**config.mk**
```make
export PLATFORM = sky130hd
export DESIGN_NAME = dnc_regs
export DESIGN_NICKNAME = d
export VERILOG_FILES = /design/src/dnc_pkg.sv /design/src/dnc_sync_if.sv /design/src/dnc_nco_phase_alignment_control.sv /design/src/dnc_regs.sv
export VERILOG_INCLUDE_DIRS = /design/src
export SDC_FILE = /design/constraint.sdc
export NUM_CORES = 1
export LEC_CHECK = 0
export ABC_AREA = 1
export ABC_CLOCK_PERIOD_IN_PS = 1600
export BUFFER_PORTS_ARGS = -buffer_cell sky130_fd_sc_hd__clkbuf_2
export CELL_PAD_IN_SITES_DETAIL_PLACEMENT = 2
export CELL_PAD_IN_SITES_GLOBAL_PLACEMENT = 2
export CORE_UTILIZATION = 26
export CTS_BUF_LIST = sky130_fd_sc_hd__clkbuf_8
export CTS_CLUSTER_SIZE = 40
export DETAILED_ROUTE_END_ITERATION = 7
export PLACE_DENSITY_LB_ADDON = 0.1
export SYNTH_ARGS = -nofsm -noshare
export SYNTH_HDL_FRONTEND = slang
export SYNTH_SLANG_ARGS = --single-unit
export TNS_END_PERCENT = 50
```
**constraint.sdc**
```tcl
create_clock -name ref_clk -period 1.6 [get_ports ref_clk]
set_input_delay 0 -clock ref_clk [delete_from_list [all_inputs] [get_ports ref_clk]]
set_output_delay 0 -clock ref_clk [all_outputs]
set_load 0.005 [all_outputs]
```
**src/dnc_consts.svh**
```systemverilog
`ifndef DNC_CONSTS_SVH
`define DNC_CONSTS_SVH

// register indices and byte addresses (byte address is four times the index)
`define DNC_IDX_CTRL      12'h200
`define DNC_IDX_STAT      12'h201
`define DNC_IDX_BIND      12'h216
`define DNC_IDX_RDIV      12'h217
`define DNC_IDX_SYNC      12'h219
`define DNC_ADDR_CTRL     (`DNC_IDX_CTRL * 12'h004)
`define DNC_ADDR_STAT     (`DNC_IDX_STAT * 12'h004)
`define DNC_ADDR_BIND     (`DNC_IDX_BIND * 12'h004)
`define DNC_ADDR_RDIV     (`DNC_IDX_RDIV * 12'h004)
`define DNC_ADDR_SYNC     (`DNC_IDX_SYNC * 12'h004)

// reset values
`define DNC_RST_CTRL      8'h00
`define DNC_RST_BIND      8'h02
`define DNC_RST_RDIV      16'h0000
`define DNC_RST_SYNC      8'h02

// field positions
`define DNC_BIT_BIND_A    0
`define DNC_BIT_BIND_B    1
`define DNC_BIT_SYNC_NEXT 0
`define DNC_BIT_SYNC_ILA  1
`define DNC_BIT_CTRL_LINK 0
`define DNC_BIT_CTRL_CAL  1
`define DNC_BIT_CTRL_PDA  2
`define DNC_BIT_CTRL_PDB  3
`define DNC_BIT_CTRL_SGL  4
`define DNC_BIT_STAT_OFFA 0
`define DNC_BIT_STAT_OFFB 1
`define DNC_BIT_STAT_ARM  2
`define DNC_BIT_STAT_UNSF 3
`define DNC_BIT_STAT_SGLF 4

`endif

```
**src/dnc_pkg.sv**
```systemverilog
package dnc_pkg;

  typedef enum logic [2:0]
  {
    DNC_ST_IDLE  = 3'b001,
    DNC_ST_ARMED = 3'b010,
    DNC_ST_SPENT = 3'b100
  } dnc_arm_state_e;

  typedef logic [11:0] dnc_sample_t;

endpackage : dnc_pkg

```
**src/dnc_sync_if.sv**
```systemverilog
`timescale 1ns/100ps

interface dnc_sync_if;
  logic ila_sel;
  logic arm_bit;
  logic sysref_in;
  logic ila_start;
  logic phase_init;
  logic armed;

  modport regs
  (
    output ila_sel,
    output arm_bit,
    output sysref_in,
    output ila_start,
    input  phase_init,
    input  armed
  );

  modport sync
  (
    input  ila_sel,
    input  arm_bit,
    input  sysref_in,
    input  ila_start,
    output phase_init,
    output armed
  );
endinterface : dnc_sync_if

```
**src/dnc_nco_phase_alignment_control.sv**
```systemverilog
`timescale 1ns/100ps

module dnc_nco_phase_alignment_control
(
  input  wire logic  ref_clk,
  input  wire logic  srst,
  dnc_sync_if.sync   sif
);

  dnc_pkg::dnc_arm_state_e state_r;
  dnc_pkg::dnc_arm_state_e state_nxt;
  logic                    arm_prev_r;
  logic                    sysref_prev_r;
  logic                    phase_init_r;
  logic                    phase_init_nxt;

  wire arm_rise    = sif.arm_bit & ~arm_prev_r;
  wire sysref_rise = sif.sysref_in & ~sysref_prev_r;
  wire is_armed    = (state_r == dnc_pkg::DNC_ST_ARMED);

  // arming needs the bit to go 0 then 1; one sysref edge spends it
  always_comb
  begin
    state_nxt = state_r;
    case (state_r)
      dnc_pkg::DNC_ST_IDLE:
      begin
        if (arm_rise)
          state_nxt = dnc_pkg::DNC_ST_ARMED;
      end
      dnc_pkg::DNC_ST_ARMED:
      begin
        if (sysref_rise)
          state_nxt = dnc_pkg::DNC_ST_SPENT;
        else if (!sif.arm_bit)
          state_nxt = dnc_pkg::DNC_ST_IDLE;
      end
      dnc_pkg::DNC_ST_SPENT:
      begin
        if (!sif.arm_bit)
          state_nxt = dnc_pkg::DNC_ST_IDLE;
      end
      default:
        state_nxt = dnc_pkg::DNC_ST_IDLE;
    endcase
  end

  // phase start on armed sysref edge or, with the ila select bit set, on lane sequence start
  assign phase_init_nxt = (is_armed & sysref_rise) | (sif.ila_sel & sif.ila_start);

  always_ff @(posedge ref_clk)
  begin
    if (srst)
    begin
      state_r       <= dnc_pkg::DNC_ST_IDLE;
      arm_prev_r    <= 1'b0;
      sysref_prev_r <= 1'b0;
      phase_init_r  <= 1'b0;
    end
    else
    begin
      state_r       <= state_nxt;
      arm_prev_r    <= sif.arm_bit;
      sysref_prev_r <= sif.sysref_in;
      phase_init_r  <= phase_init_nxt;
    end
  end

  assign sif.phase_init = phase_init_r;
  assign sif.armed      = is_armed;
endmodule : dnc_nco_phase_alignment_control

```
**src/dnc_regs.sv**
```systemverilog
`timescale 1ns/100ps
`include "dnc_consts.svh"

module dnc_regs
(
  input  wire logic         ref_clk,
  input  wire logic         srst,
  input  wire logic         psel,
  input  wire logic         penable,
  input  wire logic         pwrite,
  input  wire logic [11:0]  paddr,
  input  wire logic [31:0]  pwdata,
  input  wire logic [3:0]   pstrb,
  output logic      [31:0]  prdata,
  output logic              pready,
  output logic              pslverr,
  input  wire logic         sysref,
  input  wire logic         lmfc_ila_start,
  input  wire logic [11:0]  core_a_sample,
  input  wire logic [11:0]  core_b_sample,
  output logic      [11:0]  chan_a_sample,
  output logic      [11:0]  chan_b_sample,
  output logic              chan_a_power_down,
  output logic              chan_b_power_down,
  output logic              nco_phase_init,
  output logic      [15:0]  rational_nco_divisor,
  output logic              serial_link_enable,
  output logic              cal_enable,
  output logic              single_channel_mode
);

  logic [7:0]   ctrl_r;
  logic [7:0]   ctrl_nxt;
  logic [7:0]   bind_r;
  logic [7:0]   bind_nxt;
  logic [15:0]  rdiv_r;
  logic [15:0]  rdiv_nxt;
  logic [7:0]   sync_r;
  logic [7:0]   sync_nxt;
  logic         unsafe_r;
  logic         unsafe_nxt;
  logic         pready_r;
  logic [31:0]  prdata_r;
  logic         pslverr_r;
  logic [11:0]  chan_sample_r [2];
  logic [1:0]   chan_off_r;

  dnc_sync_if sif ();

  // address decode
  wire sel_ctrl   = (paddr == `DNC_ADDR_CTRL);
  wire sel_stat   = (paddr == `DNC_ADDR_STAT);
  wire sel_bind   = (paddr == `DNC_ADDR_BIND);
  wire sel_rdiv   = (paddr == `DNC_ADDR_RDIV);
  wire sel_sync   = (paddr == `DNC_ADDR_SYNC);
  wire sel_any    = sel_ctrl | sel_stat | sel_bind | sel_rdiv | sel_sync;
  wire access_req = psel & penable & ~pready_r;
  wire access_end = psel & penable & pready_r;
  wire wr_go      = access_end & pwrite;
  wire wr_ctrl    = wr_go & sel_ctrl & pstrb[0];
  wire wr_stat    = wr_go & sel_stat & pstrb[0];
  wire wr_bind    = wr_go & sel_bind & pstrb[0];
  wire wr_sync    = wr_go & sel_sync & pstrb[0];
  wire wr_rdiv_lo = wr_go & sel_rdiv & pstrb[0];
  wire wr_rdiv_hi = wr_go & sel_rdiv & pstrb[1];

  // control fields
  wire link_en    = ctrl_r[`DNC_BIT_CTRL_LINK];
  wire cal_en     = ctrl_r[`DNC_BIT_CTRL_CAL];
  wire single_md  = ctrl_r[`DNC_BIT_CTRL_SGL];
  wire [1:0] core_pd = {ctrl_r[`DNC_BIT_CTRL_PDB], ctrl_r[`DNC_BIT_CTRL_PDA]};
  wire [1:0] src_sel = {bind_r[`DNC_BIT_BIND_B], bind_r[`DNC_BIT_BIND_A]};

  // flags a source change while link or calibration still runs
  wire unsafe_set = wr_bind & (pwdata[1:0] != src_sel) & (link_en | cal_en);
  wire sgl_fault  = single_md & (bind_r != `DNC_RST_BIND);

  wire [7:0] stat_word = {3'h0,
                          sgl_fault,
                          unsafe_r,
                          sif.armed,
                          chan_off_r[1],
                          chan_off_r[0]};

  // read mux; reserved bits of ctrl, bind and sync come back as written, status reserved bits read zero
  wire [31:0] rd_mux = sel_ctrl ? {24'h000000, ctrl_r} :
                       sel_stat ? {24'h000000, stat_word} :
                       sel_bind ? {24'h000000, bind_r} :
                       sel_rdiv ? {16'h0000, rdiv_r} :
                       sel_sync ? {24'h000000, sync_r} :
                                  32'h00000000;

  // next values of software registers
  assign ctrl_nxt        = wr_ctrl ? pwdata[7:0] : ctrl_r;
  assign bind_nxt        = wr_bind ? pwdata[7:0] : bind_r;
  assign sync_nxt        = wr_sync ? pwdata[7:0] : sync_r;
  assign rdiv_nxt[7:0]   = wr_rdiv_lo ? pwdata[7:0] : rdiv_r[7:0];
  assign rdiv_nxt[15:8]  = wr_rdiv_hi ? pwdata[15:8] : rdiv_r[15:8];
  // set wins over a write-one clear
  assign unsafe_nxt      = unsafe_set | (unsafe_r & ~(wr_stat & pwdata[`DNC_BIT_STAT_UNSF]));

  // apb slave: one wait state, answer registered
  always_ff @(posedge ref_clk)
  begin
    if (srst)
    begin
      pready_r  <= 1'b0;
      prdata_r  <= 32'h00000000;
      pslverr_r <= 1'b0;
    end
    else
    begin
      pready_r  <= access_req;
      prdata_r  <= (access_req & ~pwrite) ? rd_mux : 32'h00000000;
      pslverr_r <= access_req & ~sel_any;
    end
  end

  always_ff @(posedge ref_clk)
  begin
    if (srst)
    begin
      ctrl_r   <= `DNC_RST_CTRL;
      bind_r   <= `DNC_RST_BIND;
      rdiv_r   <= `DNC_RST_RDIV;
      sync_r   <= `DNC_RST_SYNC;
      unsafe_r <= 1'b0;
    end
    else
    begin
      ctrl_r   <= ctrl_nxt;
      bind_r   <= bind_nxt;
      rdiv_r   <= rdiv_nxt;
      sync_r   <= sync_nxt;
      unsafe_r <= unsafe_nxt;
    end
  end

  // per channel: pick source core and follow that core's power-down
  genvar ch;
  generate
    for (ch = 0; ch < 2; ch++)
    begin : g_chan
      wire        src_b   = src_sel[ch];
      wire        off_nxt = src_b ? core_pd[1] : core_pd[0];
      wire [11:0] smp_nxt = off_nxt ? 12'h000 : (src_b ? core_b_sample : core_a_sample);

      always_ff @(posedge ref_clk)
      begin
        if (srst)
        begin
          chan_sample_r[ch] <= 12'h000;
          chan_off_r[ch]    <= 1'b0;
        end
        else
        begin
          chan_sample_r[ch] <= smp_nxt;
          chan_off_r[ch]    <= off_nxt;
        end
      end
    end
  endgenerate

  // nco phase alignment
  assign sif.ila_sel   = sync_r[`DNC_BIT_SYNC_ILA];
  assign sif.arm_bit   = sync_r[`DNC_BIT_SYNC_NEXT];
  assign sif.sysref_in = sysref;
  assign sif.ila_start = lmfc_ila_start;

  dnc_nco_phase_alignment_control u_nco_phase_alignment_control
  (
    .ref_clk (ref_clk),
    .srst    (srst),
    .sif     (sif)
  );

  // outputs
  assign prdata               = prdata_r;
  assign pready               = pready_r;
  assign pslverr              = pslverr_r;
  assign chan_a_sample        = chan_sample_r[0];
  assign chan_b_sample        = chan_sample_r[1];
  assign chan_a_power_down    = chan_off_r[0];
  assign chan_b_power_down    = chan_off_r[1];
  assign nco_phase_init       = sif.phase_init;
  assign rational_nco_divisor = rdiv_r;
  assign serial_link_enable   = link_en;
  assign cal_enable           = cal_en;
  assign single_channel_mode  = single_md;
endmodule : dnc_regs

```
# After elaboration in Yosys (flattened, before gate mapping)
# Memory sizes are Yosys's and may differ from the RTL's.
# Cells that the tools add are included.
# W data, S select, Z words.
# totals
out_inout_bits	80
register_bits	83
ram_bits	24
memories	1
# classes
muxes	20
eq_ne	11
bitwise_logic	42
reduce_logical	3
# memory_table
memory	depth	width	rd	rd_ports_with_merged_regs	write_ports	line	text
chan_sample_r	2	12	2	0	2	dnc_regs.sv:45	logic [11:0] chan_sample_r [2];
# ops
operator	count
$mux W12	6
$eq A12 B12 Y1 const B	5
$mux W8	4
$and A1 B1 Y1	26
$mux W16	1
$mux W3	3
$or A1 B1 Y1	9
$pmux W3 S3	1
$ne A8 B2 Y1 const B	1
$not A1 Y1	7
$reduce_or A6 Y1	1
$mux W1	5
$reduce_or A5 Y1	1
$eq A3 B1 Y1 const B	1
$eq A3 B2 Y1 const B	1
$eq A3 B3 Y1 const B	1
$ne A2 B1 Y1 const B	1
$ne A2 B2 Y1	1
$reduce_or A2 Y1	1

# Logic depth before layout (Yosys ltp)
# logic_depth
ltp_word	9
mapped_depth	11
depth_no_buf	11

# Hierarchy
# From an unflattened synthesis, not the netlist that was laid out.
# hier_totals
hier_cells	545
hier_area_um2	3997.6
# by_module_without_submodules
module	seq_area_each_um2	n_inst	area_per_inst_um2	cells_each
dnc_regs	1701.6	1	3692.3	498
dnc_nco_phase_alignment_control	120.1	1	305.3	47

# Worst setup path after synthesis
# Ideal clock, no wire load.
# synth_timing
kind	register -> register
startpoint	register pready_r, in the netlist pready
endpoint	register bind_r[5]
period_less_slack_ns	1.454
setup_time_ns	0.119
required_time_ns	1.481
n_path_buf	1
setup_slack_ns	0.146
stages_incl_launch_ff	9
t_arrival_ns	1.335
path_cell_list	dfxtp_1 nand4_1 nor2_1 inv_2 nor2_4 inv_2 buf_6 o21ai_0 a21oi_1
# synth_between
elab_chain_len	4
# synth_lines
element	line	text
start: declaration	dnc_regs.sv:42	logic pready_r;
start signal: assignment	dnc_regs.sv:113	pready_r <= access_req;
$and A1 B1 Y1	dnc_regs.sv:58	wire access_end = psel & penable & pready_r;
$and A1 B1 Y1	dnc_regs.sv:59	wire wr_go = access_end & pwrite;
$and A1 B1 Y1 (2 in series)	dnc_regs.sv:62	wire wr_bind = wr_go & sel_bind & pstrb[0];
end signal: assignment	dnc_regs.sv:124	bind_r <= `DNC_RST_BIND;
end signal: assignment	dnc_regs.sv:132	bind_r <= bind_nxt;
end: declaration	dnc_regs.sv:34	logic [7:0] bind_r;
# Every way passes these cells.
# A chain may end at the register's enable or synchronous reset.

# Final worst setup path
# layout_timing
startpoint	register pready_r, in the netlist pready
endpoint	register rdiv_r[6], in the netlist rational_nco_divisor[6]
# layout_between
elab_chain_len	4
# layout_lines
element	line	text
$and A1 B1 Y1	dnc_regs.sv:58	
$and A1 B1 Y1	dnc_regs.sv:59	
$and A1 B1 Y1 (2 in series)	dnc_regs.sv:64	wire wr_rdiv_lo = wr_go & sel_rdiv & pstrb[0];
end signal: assignment	dnc_regs.sv:125	rdiv_r <= `DNC_RST_RDIV;
end signal: assignment	dnc_regs.sv:133	rdiv_r <= rdiv_nxt;
end: declaration	dnc_regs.sv:36	logic [15:0] rdiv_r;
# Every way passes these cells.

==> results.py <==
metrics = {
    "grt": {
        "grt_use_total": 0.1890,
        "grt_overflow": 0,
        "antenna_found_initial": 0,
        "grt_pass1_vias": 4215,
        "grt_first_pass_wirelength_mm": 21.65,
        "grt_max_degree": 23,
    },
    "clocking": {
        "cts_made_buffers": 9,
        "post-cts-setup-buffers": 0,
        "tritoncts": "built",
        "cts_max_level": 3,
        "clk_latency_ns": 0.38,
        "clockRootBuffer": "clkbuf_8",
        "cts_sinks": 91,
        "clk_path_buf_depth": 2,
        "clkTransAtPathRegs_ns": 0.09,
    },
    "synthesis": {
        "seq_area_frac_synth": 0.4718,
        "synth_edf_count": 0,
        "ys.flop_type": "dfxtp_1",
        "synth_cell_types": 31,
        "synth_area_leader_cell": "dfxtp_1",
        "ys_ff_latch": 91,
        "synth_top_area_frac": 0.4718,
        "async_flop_share": 0,
        "synth_warnings": 0,
        "synth_area_mm2": 0.003861,
        "synthCells": 525,
        "yosys-top-cells-area": "dfxtp_1, nand2_1, a21oi_1",
        "yosysMostFrequentCell": "nand2_1",
        "postSynthAreaPerCell_um2": 7.355,
        "synth_common_cells": "nand2_1, dfxtp_1, a21oi_1, inv_1, nor2_1",
    },
    "route": {
        "avgViaCountPerCell": 4.532,
        "drc_errors": 0,
        "vias": 4052,
        "postRouteAntennaNets": 0,
        "drt_iter0_drc": 85,
        "firstDrtPassIters": 4,
        "routed_wl_mm": 14.00,
        "wl_per_cell_um": 15.65,
    },
    "critical_path": {
        "cp.arrival_ns": 1.75,
        "slowest_delay_ns": 0.39,
        "start_kind": "flip-flop",
        "cpMaxStageDelayCell": "dfxtp_1",
        "critPathRequiredTime_ns": 1.87,
        "crit_path_frequent_cell": "inv_2",
        "path_class": "reg -> reg",
        "worst_setup_path_end_kind": "flip-flop",
        "path_cells": "nand4_1 -> nor2_2 -> inv_2 -> nor2_4 -> inv_2 -> o21ai_0 -> a21oi_1",
        "cp_max_fo": 8,
    },
    "timing": {
        "slew_viol_final": 0,
        "relSlewSlack": 0.6363,
        "fin_crit_sh": 0.9207,
        "fmax_ghz": 0.6788,
        "hold_violations": 0,
        "setup-violations-final": 0,
        "whs_ns": 0.02493,
        "fin_setup_tns_ns": 0,
        "layout_min_cycle_time_ns": 1.473,
        "rsz0062_at_grt": "no",
        "worst_pin_slew_ns": 0.5442,
        "fin_skew_ns": 0.01568,
        "timing.final.ws_setup_ns": 0.1268,
    },
    "cells_and_area": {
        "final_nets": 784,
        "diodes": 0,
        "final-seq-area_mm2": 0.001822,
        "multi_input_area_mm2": 0.001637,
        "n_fill_cell": 1744,
        "drive_above_1_share": 0.2648,
        "area_growth_pct": 38.95,
    },
    "floorplanning": {
        "pin_count": 159,
        "start_util": 0.2657,
        "die_w_um": 123.9,
        "rows": 44,
        "core_area_mm2": 0.01453,
        "die_h_um": 123.9,
        "die_area_mm2": 0.01534,
    },
    "placement": {
        "dp_hpwl_mm": 10.46,
        "place.gp.congestion": 0.7930,
        "port_buffers": 124,
        "pre_cts_ws_ns": 0.08938,
    },
    "pwr": {
        "leakage_nw": 2.594,
        "cellPowerDensity_mw_per_mm2": 810.9,
        "vdd_drop_max_uv": 475.8,
        "finalPower_mw": 4.350,
    },
    "job": {
        "maxCapViolCount": 0,
    },
    "worst_hold_path": {
        "min_path_type": "in -> reg",
    },
    "status": {
        "status": "finished clean",
    },
}
## placed cells by master (no fill, tap or decap), types with 2 or more instances in the layout
cell type | Yosys | layout
clkbuf_2 | 0 | 124
nand2_1 | 119 | 118
dfxtp_1 | 91 | 91
a21oi_1 | 72 | 72
inv_1 | 61 | 62
nor2_1 | 47 | 46
dlygate4sd3_1 | 0 | 44
o21ai_0 | 39 | 37
buf_4 | 16 | 19
nand3_1 | 16 | 16
conb_1 | 1 | 16
clkbuf_8 | 0 | 10
nor2_4 | 6 | 6
inv_2 | 6 | 6
nor3_1 | 6 | 6
nand2_2 | 3 | 4
o21ai_1 | 2 | 4
nor2_2 | 2 | 3
or2_2 | 3 | 3
nand4_1 | 3 | 3
o21ai_2 | 2 | 2
a21oi_2 | 2 | 2
xor2_1 | 2 | 2
## per-stage QoR
step / std cells / utilization / area, um2
4_1_cts: 894 / 0.3688 / 5360
6_report: 894 / 0.3691 / 5365
3_5_place_dp: 834 / 0.3246 / 4718
2_1_floorplan: 540 / - / 3918
5_1_grt: 894 / 0.3691 / 5365
3_3_place_gp: 834 / 0.3246 / 4718
## what timing repair did
item                       in CTS  in global routing
setup endpoints to repair       0                 15
gates resized for setup         0                  4
hold endpoints to repair       53                  0
hold buffers                   44                  0
## flip-flops by register name, summed over array words and instances (netlist names), 3 cells and up
| signal | flops |
|---|---|
| bind_r | 8 |
| chan_sample_r | 24 |
| ctrl_r | 8 |
| prdata | 16 |
| rational_nco_divisor | 16 |
| sync_r | 8 |
| u_nco_phase_alignment_control.state_r | 3 |
## area by class of cell
class | instances | share of cell area
Sequential cell | 91 | 0.3396
Multi-Input combinational cell | 348 | 0.3050
Timing Repair Buffer | 188 | 0.2281
Inverter | 67 | 0.04687
Tap cell | 184 | 0.04291
Clock buffer | 10 | 0.02565
Clock inverter | 6 | 0.01189
## path summary, 6_finish.rpt
kind / from / to / slack, ns / cells after the start
max: pready / rational_nco_divisor[6] / 0.13 / 7
max reg2reg: pready / rational_nco_divisor[6] / 0.13 / 7
min: pwdata[0] / rational_nco_divisor[0] / 0.02 / 3
min reg2reg: ctrl_r[6] / ctrl_r[6] / 0.45 / 2
## worst max-delay path, delay by kind of cell (launching register included)
kind / cells / cell delay, ns
compound gates: 2 / 0.23
simple gates: 3 / 0.53
flops: 1 / 0.39
buf+inv: 2 / 0.22
## cell families (layout without fill, tap and decap cells)
logic type	count (synthesis)	count (layout)	synth area share
DFF	91	91	0.4718
and+or+nand+nor	209	209	0.2391
xor gates and xnor gates	2	2	0.004537
buffers and inverters	101	271	0.1202
other	1	16	0.0009712
AOI/OAI and AO/OA	121	121	0.1633
## per-layer routing
layer / vias to the layer above / share of wire / track usage
met5: - / 0 / 0
li1: 1995 / - / -
met2: 89 / 0.49 / 0.3205
met3: 14 / 0.034 / 0.03159
met4: 0 / 0.015 / 0.06928
met1: 1954 / 0.46 / 0.2393
## where the power goes
part,switching [mW],total [mW],internal (mW)
combinational,0.193,0.385,0.192
clock,0.889,1.65,0.766
sequential,0.0102,2.31,2.30
total,1.09,4.35,3.26
Power figures use the tool's default switching activity.
